## config.mk

```make
export PLATFORM = sky130hd
export DESIGN_NAME = csfm_top
export DESIGN_NICKNAME = d
export VERILOG_FILES = /design/src/verilog/csfm_pkg.sv /design/src/verilog/csfm_ctr.sv /design/src/verilog/csfm_top.sv
export SDC_FILE = /design/constraint.sdc
export NUM_CORES = 1
export LEC_CHECK = 0
export BUFFER_PORTS_ARGS = -buffer_cell sky130_fd_sc_hd__buf_2
export CAP_MARGIN = 30
export CORE_MARGIN = 2
export CORE_UTILIZATION = 50
export DETAILED_ROUTE_END_ITERATION = 7
export PLACE_DENSITY = 0.76
export RECOVER_POWER = 25
export SETUP_SLACK_MARGIN = 0.3
export SYNTH_ARGS = -nofsm -noshare
export SYNTH_HDL_FRONTEND = slang
export SYNTH_SLANG_ARGS = --single-unit
export TNS_END_PERCENT = 100
```

## constraint.sdc

```tcl
create_clock -name aclk -period 4.35 [get_ports aclk]
set_input_delay 1.0875 -clock aclk [delete_from_list [all_inputs] [get_ports aclk]]
set_output_delay 1.0875 -clock aclk [all_outputs]
set_load 0.01 [all_outputs]
```

## src/verilog/csfm_pkg.sv

```systemverilog
// package: register map, field positions and enumerations of the sense block
package csfm_pkg;
  localparam logic [7:0] CSFM_ADDR_SENSE_CTRL = 8'h00; // sense_control_zero
  localparam logic [7:0] CSFM_ADDR_TIMER_CTRL = 8'h04; // second_timer_control
  localparam logic [7:0] CSFM_ADDR_FIRST_CNT  = 8'h08;
  localparam logic [7:0] CSFM_ADDR_SECOND_CNT = 8'h0c;
  localparam logic [7:0] CSFM_ADDR_STATUS     = 8'h10;
  // sense_control_zero fields
  localparam int CSFM_SC_ENABLE   = 7;
  localparam int CSFM_SC_REF_MODE = 6;
  localparam int CSFM_SC_RNG_HI   = 3;
  localparam int CSFM_SC_RNG_LO   = 2;
  localparam int CSFM_SC_OUT      = 1;
  localparam int CSFM_SC_T0XSEL   = 0;
  // timer control fields
  localparam int CSFM_TC_CS_HI    = 7;
  localparam int CSFM_TC_CS_LO    = 6;
  localparam int CSFM_TC_T0CS     = 2;
  localparam int CSFM_TC_GATE_EN  = 1;
  localparam int CSFM_TC_ON       = 0;
  localparam logic [7:0] CSFM_SC_WMASK = 8'hcd;
  localparam logic [7:0] CSFM_TC_WMASK = 8'hc7;
  localparam logic [7:0] CSFM_RESET_VAL = 8'h00;
  localparam logic [1:0] CSFM_T1CS_SENSE = 2'h3;
  localparam logic [1:0] CSFM_RESP_OKAY   = 2'h0;
  localparam logic [1:0] CSFM_RESP_SLVERR = 2'h2;
  typedef enum logic [2:0] {
    CSFM_CUR_OFF   = 3'h0,
    CSFM_CUR_LOW   = 3'h1,
    CSFM_CUR_MED   = 3'h2,
    CSFM_CUR_HIGH  = 3'h3,
    CSFM_CUR_NOISE = 3'h4
  } csfm_cur_e;
endpackage

```

## src/verilog/csfm_ctr.sv

```systemverilog
// counter: 16-bit timer counting sensing oscillator edges
module csfm_ctr
  import csfm_pkg::*;
(
  input  wire logic        aclk,
  input  wire logic        aresetn,
  input  wire logic        clr,
  input  wire logic        inc,
  output logic [15:0]      count
);
  logic [15:0] next_count;
  always_comb begin
    next_count = count;
    if (clr) begin
      next_count = 16'h0000;
    end else if (inc) begin
      next_count = count + 16'h0001;
    end
  end
  always_ff @(posedge aclk) begin
    if (!aresetn) begin
      count <= 16'h0000;
    end else begin
      count <= next_count;
    end
  end
endmodule // csfm_ctr

```

## src/verilog/csfm_top.sv

```systemverilog
// top: capacitive sense control, current range decode, timer clock routing
// Overview of operation
// - ref select bit clear uses internal thresholds, set uses external references
// - fixed mode range 00 off, 01 low, 10 medium, 11 high
// - variable mode range 00 is noise detection, others low/medium/high
// - noise detection turns off the pin current source, rest stays active
// - in noise detection pin noise drives the oscillator and comparator toggles
// - oscillator edges clock one of two timers; frequency is count over window
// - sense select set and first timer source clear routes oscillator to it
// - second timer clock source 11 routes the oscillator to the second timer
// - second timer off when on=0; free when gate disabled; gated otherwise
//
// The register offsets and the AXI4-Lite register port were decided locally.
module csfm_top
  import csfm_pkg::*;
(
  input  wire logic        aclk,
  input  wire logic        aresetn,
  input  wire logic [7:0]  s_axi_awaddr,
  input  wire logic        s_axi_awvalid,
  output logic             s_axi_awready,
  input  wire logic [31:0] s_axi_wdata,
  input  wire logic [3:0]  s_axi_wstrb,
  input  wire logic        s_axi_wvalid,
  output logic             s_axi_wready,
  output logic [1:0]       s_axi_bresp,
  output logic             s_axi_bvalid,
  input  wire logic        s_axi_bready,
  input  wire logic [7:0]  s_axi_araddr,
  input  wire logic        s_axi_arvalid,
  output logic             s_axi_arready,
  output logic [31:0]      s_axi_rdata,
  output logic [1:0]       s_axi_rresp,
  output logic             s_axi_rvalid,
  input  wire logic        s_axi_rready,
  input  wire logic        osc_comp,
  input  wire logic        gate_in,
  input  wire logic        first_ext_clk,
  output logic             ref_mode_select,
  output logic [2:0]       current_sel,
  output logic             pin_source_en,
  output logic             osc_enable
);
  logic [7:0]  sense_control_zero, second_timer_control, next_sc, next_tc;
  logic [2:0]  comp_sync, gate_sync, ext_sync;
  logic        osc_edge, ext_edge, range_off, do_write;
  logic        aw_held, w_held, next_aw_held, next_w_held;
  logic [7:0]  aw_addr;
  logic [31:0] w_data, next_rdata;
  logic [3:0]  w_strb;
  logic [1:0]  next_bresp, next_rresp;
  logic        next_bvalid, next_rvalid;
  logic        clr_first, clr_second, first_inc, second_inc;
  logic [15:0] first_count, second_count;
  logic [1:0]  range;
  csfm_cur_e   next_cur;

  // ----------------------------------------------------------------
  // pin synchronisers and edge detection (stage 0 read only by stage 1)
  // ----------------------------------------------------------------
  always_ff @(posedge aclk) begin
    if (!aresetn) begin
      comp_sync <= 3'h0;
      gate_sync <= 3'h0;
      ext_sync  <= 3'h0;
    end else begin
      comp_sync <= {comp_sync[1:0], osc_comp};
      gate_sync <= {gate_sync[1:0], gate_in};
      ext_sync  <= {ext_sync[1:0], first_ext_clk};
    end
  end
  assign range     = sense_control_zero[CSFM_SC_RNG_HI:CSFM_SC_RNG_LO];
  // off when disabled or at fixed mode range 00; noise detection still passes pin-driven edges
  assign range_off = !sense_control_zero[CSFM_SC_ENABLE] ||
                     (!sense_control_zero[CSFM_SC_REF_MODE] && range == 2'h0);
  assign osc_edge  = comp_sync[1] && !comp_sync[2] && !range_off;
  assign ext_edge  = ext_sync[1] && !ext_sync[2];

  // ----------------------------------------------------------------
  // timer count routing
  // ----------------------------------------------------------------
  always_comb begin
    first_inc = 1'b0;
    if (!second_timer_control[CSFM_TC_T0CS]) begin
      first_inc = sense_control_zero[CSFM_SC_T0XSEL] ? osc_edge : ext_edge;
    end
    second_inc = 1'b0;
    if (second_timer_control[CSFM_TC_CS_HI:CSFM_TC_CS_LO] == CSFM_T1CS_SENSE &&
        second_timer_control[CSFM_TC_ON]) begin
      second_inc = osc_edge && (!second_timer_control[CSFM_TC_GATE_EN] || gate_sync[1]);
    end
  end
  // software writes to a count register clear it (window start)
  assign clr_first  = do_write && aw_addr == CSFM_ADDR_FIRST_CNT;
  assign clr_second = do_write && aw_addr == CSFM_ADDR_SECOND_CNT;

  csfm_ctr u_first (
    .aclk    (aclk),
    .aresetn (aresetn),
    .clr     (clr_first),
    .inc     (first_inc),
    .count   (first_count)
  );
  csfm_ctr u_second (
    .aclk    (aclk),
    .aresetn (aresetn),
    .clr     (clr_second),
    .inc     (second_inc),
    .count   (second_count)
  );

  // ----------------------------------------------------------------
  // current range decode
  // ----------------------------------------------------------------
  always_comb begin
    next_cur = CSFM_CUR_OFF;
    if (sense_control_zero[CSFM_SC_ENABLE]) begin
      case (range)
        2'h1:    next_cur = CSFM_CUR_LOW;
        2'h2:    next_cur = CSFM_CUR_MED;
        2'h3:    next_cur = CSFM_CUR_HIGH;
        default: begin
          if (sense_control_zero[CSFM_SC_REF_MODE]) begin
            next_cur = CSFM_CUR_NOISE;
          end
        end
      endcase
    end
  end
  always_ff @(posedge aclk) begin
    if (!aresetn) begin
      ref_mode_select <= 1'b0;
      current_sel     <= 3'h0;
      pin_source_en   <= 1'b0;
      osc_enable      <= 1'b0;
    end else begin
      ref_mode_select <= sense_control_zero[CSFM_SC_REF_MODE];
      current_sel     <= next_cur;
      // noise detection: source off but oscillator and pin stay live
      pin_source_en   <= next_cur != CSFM_CUR_OFF && next_cur != CSFM_CUR_NOISE;
      osc_enable      <= next_cur != CSFM_CUR_OFF;
    end
  end

  // ----------------------------------------------------------------
  // axi4-lite slave: write when address and data both held
  // ----------------------------------------------------------------
  assign do_write = aw_held && w_held && !s_axi_bvalid;
  always_comb begin
    next_aw_held = aw_held;
    next_w_held  = w_held;
    next_bvalid  = s_axi_bvalid;
    next_bresp   = s_axi_bresp;
    next_sc      = sense_control_zero;
    next_tc      = second_timer_control;
    if (s_axi_awvalid && s_axi_awready) begin
      next_aw_held = 1'b1;
    end
    if (s_axi_wvalid && s_axi_wready) begin
      next_w_held = 1'b1;
    end
    if (s_axi_bvalid && s_axi_bready) begin
      next_bvalid = 1'b0;
    end
    if (do_write) begin
      next_aw_held = 1'b0;
      next_w_held  = 1'b0;
      next_bvalid  = 1'b1;
      next_bresp   = CSFM_RESP_OKAY;
      if (aw_addr == CSFM_ADDR_SENSE_CTRL) begin
        if (w_strb[0]) begin
          next_sc = (w_data[7:0] & CSFM_SC_WMASK) | (sense_control_zero & ~CSFM_SC_WMASK);
        end
      end else if (aw_addr == CSFM_ADDR_TIMER_CTRL) begin
        if (w_strb[0]) begin
          next_tc = w_data[7:0] & CSFM_TC_WMASK;
        end
      end else if (aw_addr != CSFM_ADDR_FIRST_CNT && aw_addr != CSFM_ADDR_SECOND_CNT) begin
        next_bresp = CSFM_RESP_SLVERR;
      end
    end
    next_sc[CSFM_SC_OUT] = comp_sync[1]; // live comparator status, read-only
  end
  always_comb begin
    next_rvalid = s_axi_rvalid;
    next_rdata  = s_axi_rdata;
    next_rresp  = s_axi_rresp;
    if (s_axi_rvalid && s_axi_rready) begin
      next_rvalid = 1'b0;
    end
    if (s_axi_arvalid && s_axi_arready) begin
      next_rvalid = 1'b1;
      next_rresp  = CSFM_RESP_OKAY;
      if (s_axi_araddr == CSFM_ADDR_SENSE_CTRL) begin
        next_rdata = {24'h000000, sense_control_zero};
      end else if (s_axi_araddr == CSFM_ADDR_TIMER_CTRL) begin
        next_rdata = {24'h000000, second_timer_control};
      end else if (s_axi_araddr == CSFM_ADDR_FIRST_CNT) begin
        next_rdata = {16'h0000, first_count};
      end else if (s_axi_araddr == CSFM_ADDR_SECOND_CNT) begin
        next_rdata = {16'h0000, second_count};
      end else if (s_axi_araddr == CSFM_ADDR_STATUS) begin
        next_rdata = {27'h0000000, pin_source_en, osc_enable, current_sel};
      end else begin
        next_rdata = 32'h00000000;
        next_rresp = CSFM_RESP_SLVERR;
      end
    end
  end
  always_ff @(posedge aclk) begin
    if (!aresetn) begin
      sense_control_zero   <= CSFM_RESET_VAL;
      second_timer_control <= CSFM_RESET_VAL;
      aw_held       <= 1'b0;
      w_held        <= 1'b0;
      aw_addr       <= 8'h00;
      w_data        <= 32'h00000000;
      w_strb        <= 4'h0;
      s_axi_awready <= 1'b0;
      s_axi_wready  <= 1'b0;
      s_axi_arready <= 1'b0;
      s_axi_bvalid  <= 1'b0;
      s_axi_bresp   <= 2'h0;
      s_axi_rvalid  <= 1'b0;
      s_axi_rdata   <= 32'h00000000;
      s_axi_rresp   <= 2'h0;
    end else begin
      sense_control_zero   <= next_sc;
      second_timer_control <= next_tc;
      aw_held       <= next_aw_held;
      w_held        <= next_w_held;
      if (s_axi_awvalid && s_axi_awready) begin
        aw_addr <= s_axi_awaddr;
      end
      if (s_axi_wvalid && s_axi_wready) begin
        w_data <= s_axi_wdata;
        w_strb <= s_axi_wstrb;
      end
      // one-cycle ready pulses; a taken channel is not reopened until the write retires
      s_axi_awready <= !next_aw_held && !s_axi_awready && !next_bvalid;
      s_axi_wready  <= !next_w_held && !s_axi_wready && !next_bvalid;
      s_axi_arready <= !next_rvalid && !s_axi_arready && s_axi_arvalid;
      s_axi_bvalid  <= next_bvalid;
      s_axi_bresp   <= next_bresp;
      s_axi_rvalid  <= next_rvalid;
      s_axi_rdata   <= next_rdata;
      s_axi_rresp   <= next_rresp;
    end
  end
endmodule // csfm_top

```

==> results of run 1 <==
==> power by group through the flow <==
stage               combinational [W]  clock (W)  sequential [W]
global placement            0.0000943          0        0.000929
global route                 0.000110   0.000756        0.000913
floorplan                   0.0000807          0        0.000926
finish                      0.0000988   0.000712        0.000910
CTS                         0.0000975   0.000723        0.000909
detailed placement          0.0000973          0        0.000930
==> placed cells by master, fill, tap and decap left out, drive strengths merged, types with 16 or more instances in the layout <==
cell,instances
nand3,40
conb,18
dfxtp,96
xnor2,24
buf,61
a21boi,19
nor2,44
o21ai,31
nand2,61
and2,19
mux2i,16
==> critical path, delay by kind of cell <==
family,cells,cell delay [ns]
simple gates,3,1.32
compound gates,2,0.44
buf+inv,1,0.10
==> metal layers <==
metal / up-vias / wire (um) / global-route usage (%)
li1: 1783 / - / -
met1: 1619 / 3967 / 24.04
met2: 90 / 4607 / 33.92
met3: 14 / 419 / 4.913
met4: 0 / 137 / 6.609
met5: - / 0 / 0
==> flip-flops by register name (all words and copies together) (netlist names), 2 cells and up <==
| signal | flops |
|---|---|
| u_second.count | 16 |
| comp_sync | 3 |
| u_first.count | 16 |
| gate_sync | 2 |
| w_data | 6 |
| current_sel | 3 |
| ext_sync | 3 |
| second_timer_control | 5 |
| s_axi_rdata | 16 |
| sense_control_zero | 5 |
| aw_addr | 8 |
==> worst max path at each step <==
stage / end / cells after the start
after CTS: s_axi_rdata[7] / 6
after detailed placement: s_axi_rdata[7] / 6
after global routing: s_axi_rdata[7] / 6
final: s_axi_rdata[7] / 6
after floorplan: s_axi_rdata[6] / 5
after global placement: s_axi_rdata[7] / 6
==> per-stage QoR <==
| step | worst slack (ns) | power, W | area (sq um) |
|---|---|---|---|
| floorplan | 1.781 | 0.001006 | 4359 |
| global placement | 1.395 | 0.001024 | 4554 |
| detailed placement | 1.336 | 0.001027 | 4562 |
| CTS | 1.707 | 0.001730 | 4815 |
| global route | 1.481 | 0.001779 | 4831 |
| finish | 1.694 | 0.001720 | 4831 |
==> final cells by class <==
type	count	share of cell area, %
multi-input combinational	370	44.91
sequential	96	39.78
timing repair buffer	64	6.967
clock buffer	10	2.849
tap	105	2.720
clock inverter	6	2.383
inverter	5	0.3885
==> cells by family (layout without fill, tap and decap cells) <==
family                     after synthesis  after routing
and+or+nand+nor                        223            223
DFF                                     96             96
AOI/OAI and AO/OA                       81             81
buffers and inverters                   49             85
xor gates and xnor gates                29             29
muxes                                   17             17
adders and majority gates                2              2
other                                    1             18
==> flow_summary.ini, run 1 <==
[status]
outcome = complete, no violations

[worst_setup_path]
worst-endpoint-required_ns = 4.64
timing.critical_path.to_type = flop
critPathLaunch = s_axi_araddr[1]
startpoint_type = input port
worstReg2RegStart = sense_control_zero[2]
reg2reg_to = u_second.count[14]
critPathSlowestCell = or4_1
worstPathArrival_ns = 2.95
r2r.worst_path.cells = 5
worstSetupPathType = in2reg
regToRegSetupSlack_ns = 2.15
crit_path_max_fanout = 11
maximum_single_stage_delay_on_the_critical_path_ns = 0.50
timing.critical_path.cells = buf_2, or4_1, nor2_1, nand3_1, o32a_1, a21boi_0

[power]
power_density_nw_per_um2 = 356.1
leakagePower_nw = 1.819
power_frac_seq_pct = 52.9
power_frac_clock_pct = 41.4
internal_power_w = 0.001334
power.net_switching_w = 0.0003861
netSwitchingFraction_pct = 22.44
power.ir.vdd_worst_uv = 216.6
power.combinational.fraction_pct = 5.7

[die]
initial_core_util_pct = 52.02
core_sq_um = 8258
chipWidth_um = 96.69
dieHeight_um = 96.69
die-area_sq_um = 9348
io-pin-count = 109
num_rows = 33

[clock_tree]
cts_buffers = 9
clockRootBuffer = clkbuf_8
tritoncts = built
htree_num_levels = 3
clk-insertion-delay-late_ns = 0.37
clk_pin_slew_ns = 0.09
cts_setup_buffers = 0
post_cts_resize_count = 0
cts.hold.buffers_added = 0
cts.sink_count = 96
cts.path.max_buffers = 2

[timing]
fin_crit_sh_pct = 61.06
timing_hold_violations_final = 0
timing.hold.ws_ns = 0.4395
grt_setup_unrepaired = false
setup_viol_count_final = 0
final_period_minus_worst_setup_slack_ns = 2.656
clock.fmax_mhz = 376.5
fin_setup_tns_ns = 0
worst-slew-pin-transition_ns = 0.7230
report.final.slew_viol_count = 0
clock-skew-final_ns = 0.01099
worst_slew_margin_relative_to_its_limit_pct = 51.43

[layout]
final_core_utilization_pct = 58.50
n_fill_cell = 766
area.sequential_sq_um = 1922
multiInputGateArea_sq_um = 2170
stdcell_count = 656
final_nets = 610
area_growth_pct = 12.47
final_layout_size_suffix_gt1_share_pct = 15.79
antenna_cells = 0

[routing]
route.detailed.vias_per_inst = 5.345
remaining_drc_errors = 0
drt-pass1-iter-count = 5
drt-total-wl_um = 9131
ant_nets = 0
detail_route.wl_per_cell_um = 13.92
first_iteration_detailed_routing_drc_count = 195
vias = 3506

[job]
maxCapViolCount = 0

[min_path]
hold_end = gate_sync[1]
min_from = gate_sync[0]
min-delay-path-class = reg2reg
worst_hold_path.num_cells = 1

[placement]
buffer_ports.inserted = 61
place_congestion = 0.8529
post-dp-hpwl_um = 6528
dpl.cell_count = 639

[logic_synthesis]
postSynthRegisterBits = 96
yosys-top-cells-count = dfxtp_1 (96), nand2_1 (61), nor2_1 (44), nand3_1 (40), o21ai_0 (30)
synth_simple_gate_area_share_pct = 26.33
synthMostInstantiatedCell = dfxtp_1
synth-main-ff-cell = dfxtp_1
synthXorXnorAreaFrac_pct = 5.913
main_combinational_cell_family_by_area_after_synthesis = simple AND/OR/NAND/NOR gates
yosys.cell_types.count = 49
synthArstFlopShare_pct = 0
netlist.top_cell.by_area = dfxtp_1
avgSynthCellArea_sq_um = 8.625
sequential_element_share_of_the_synthesized_area_pct = 44.74
synth-adder-area-share_pct = 0.5826
synthesis.area_sq_um = 4295
synth_enable_flop_cells = 0
synthCells = 498
yosys-top-cells-area = dfxtp_1 (45%), nand2_1 (5.3%), xnor2_1 (4.9%), nand3_1 (4.7%), nor2_1 (3.8%)
synthesis.yosys.warnings = 0
synthMuxAreaShare_pct = 3.991
synth_compound_gate_area_share_pct = 12.12
yosysTopAreaCellShare_pct = 44.74

[global_route]
grtUsageTotal_pct = 19.69
first_global_vias = 3360
grt_start_max_net_pins = 70
number_of_antenna_violations_at_the_first_check_in_global_routing = 0
global_route_wire_length_before_repair_um = 15330
global_route.overflow_total = 0
Note: power is estimated with default switching activity, not from simulation.
==> inputs of run 2 (changes only) <==
- clock period: 4.35 -> 2.64 ns (I/O delays scaled with it)
==> run 2 against run 1 <==
Routed wire length fell by 0.21%. Worst hold slack worse by 0.0033 ns. Sequential cell count stayed put. Power grew 52%. Non-clock buffer count increased by 4. Global-route usage fell by 0.27 points. Critical path depth shrank 1. Via count rose by 1.2%.
==> flow_summary.ini, run 2 (same netlist as run 1, synthesis figures left out) <==
[die]
initial_core_util_pct = 52.02
chipWidth_um = 96.69
die-area_sq_um = 9348
core_sq_um = 8258
num_rows = 33
dieHeight_um = 96.69
io-pin-count = 109

[routing]
route.detailed.vias_per_inst = 5.376
drt-pass1-iter-count = 5
remaining_drc_errors = 0
drt-total-wl_um = 9112
vias = 3548
detail_route.wl_per_cell_um = 13.81
ant_nets = 0
first_iteration_detailed_routing_drc_count = 180

[global_route]
first_global_vias = 3291
global_route_wire_length_before_repair_um = 15200
grtUsageTotal_pct = 19.42
number_of_antenna_violations_at_the_first_check_in_global_routing = 0
global_route.overflow_total = 0
grt_start_max_net_pins = 38

[layout]
antenna_cells = 0
final_layout_size_suffix_gt1_share_pct = 14.23
area.sequential_sq_um = 1922
n_fill_cell = 756
multiInputGateArea_sq_um = 2175
final_area_sq_um = 4781
mostFrequentLayoutCell = dfxtp_1
largestRegisters = s_axi_rdata (16), u_first.count (16), u_second.count (16)
commonest_cells_after_routing_fill_and_taps_aside = dfxtp_1 (96), nand2_1 (61), buf_2 (47), nor2_1 (44), nand3_1 (40)
area_growth_pct = 11.30
stdcell_count = 660
final_core_utilization_pct = 57.89
final_nets = 614

[timing]
setup_viol_count_final = 0
fin_crit_sh_pct = 80.15
worst_slew_margin_relative_to_its_limit_pct = 29.53
grt_setup_unrepaired = false
fin_setup_tns_ns = 0
clock-skew-final_ns = 0.007736
report.final.slew_viol_count = 0
clock.fmax_mhz = 472.6
final_period_minus_worst_setup_slack_ns = 2.116
timing_hold_violations_final = 0
worst-slew-pin-transition_ns = 1.057

[clock_tree]
cts_buffers = 9
clockRootBuffer = clkbuf_8
post_cts_resize_count = 0
cts.sink_count = 96
cts.path.max_buffers = 2
cts.hold.buffers_added = 0
tritoncts = built
clk_pin_slew_ns = 0.09
cts_setup_buffers = 0
htree_num_levels = 3
clk-insertion-delay-late_ns = 0.35

[worst_setup_path]
worst-endpoint-required_ns = 2.91
timing.critical_path.to_type = flop
startpoint_type = flop
worst-path-buf-inv = 0
maximum_single_stage_delay_on_the_critical_path_ns = 0.52
worstSetupPathType = reg2reg
timing.critical_path.cells = nor3_2, or3_4, or3_1, or4_1, a21oi_1
crit_path_max_fanout = 9
worstReg2RegStart = sense_control_zero[2]
path_delay_family = simple AND/OR/NAND/NOR gates
critPathLaunch = sense_control_zero[2]
critPathSlowestCell = or4_1
worstPathArrival_ns = 2.38

[placement]
dpl.cell_count = 644
place_congestion = 0.8623
placed_area_sq_um = 4599
post-dp-hpwl_um = 6735
buffer_ports.inserted = 61

[power]
power.ir.vdd_worst_uv = 424.3
leakagePower_nw = 1.757
power_density_nw_per_um2 = 545.9
totalPowerFinal_w = 0.002610

[status]
outcome = complete, no violations

[min_path]
min_from = comp_sync[0]
min-delay-path-class = reg2reg

[job]
maxCapViolCount = 0
[run 2: cell types whose count changed in the layout (fill, tap and decap cells not counted), sizes merged]
cell,delta
inv,-1
clkbuf,+13
buf,-8
bufinv,-2
clkinv,+2
[run 2: final cells by class]
cell class                 count  share of cell area (%)
sequential                    96                   40.20
tap                          105                   2.748
multi-input combinational    370                   45.49
timing repair buffer          68                   7.040
inverter                       5                  0.3926
clock buffer                  11                   2.957
clock inverter                 5                   1.178
[run 2: path summary, 6_finish.rpt]
kind	end	slack (ns)	cells after the start
worst min register to register	comp_sync[1]	0.44	1
worst max register to register	u_second.count[14]	0.52	5
worst min-delay path	comp_sync[1]	0.44	1
worst max-delay path	u_second.count[14]	0.52	5
[run 2: per-stage QoR]
| step | hold WS, ns | setup slack [ns] |
|---|---|---|
| floorplan | 0.4119 | 0.4984 |
| global placement | 0.4174 | 0.2494 |
| detailed placement | 0.4203 | 0.2154 |
| CTS | 0.4433 | 0.4146 |
| global route | 0.4556 | 0.2727 |
| finish | 0.4362 | 0.5240 |
[run 2: layer usage]
layer  global-route usage (%)  wire [um]
met1                    23.45       4033
met5                        0          0
met4                    6.934        172
met2                    34.19       4519
met3                    3.974        387
[run 2: power by group]
part / leakage, nW / internal (W) / switching (W) / total (W)
Clock: 0.0993 / 0.000463 / 0.000485 / 0.000948
Sequential: 0.778 / 0.00147 / 0.0000241 / 0.00150
Combinational: 0.881 / 0.0000648 / 0.0000991 / 0.000164
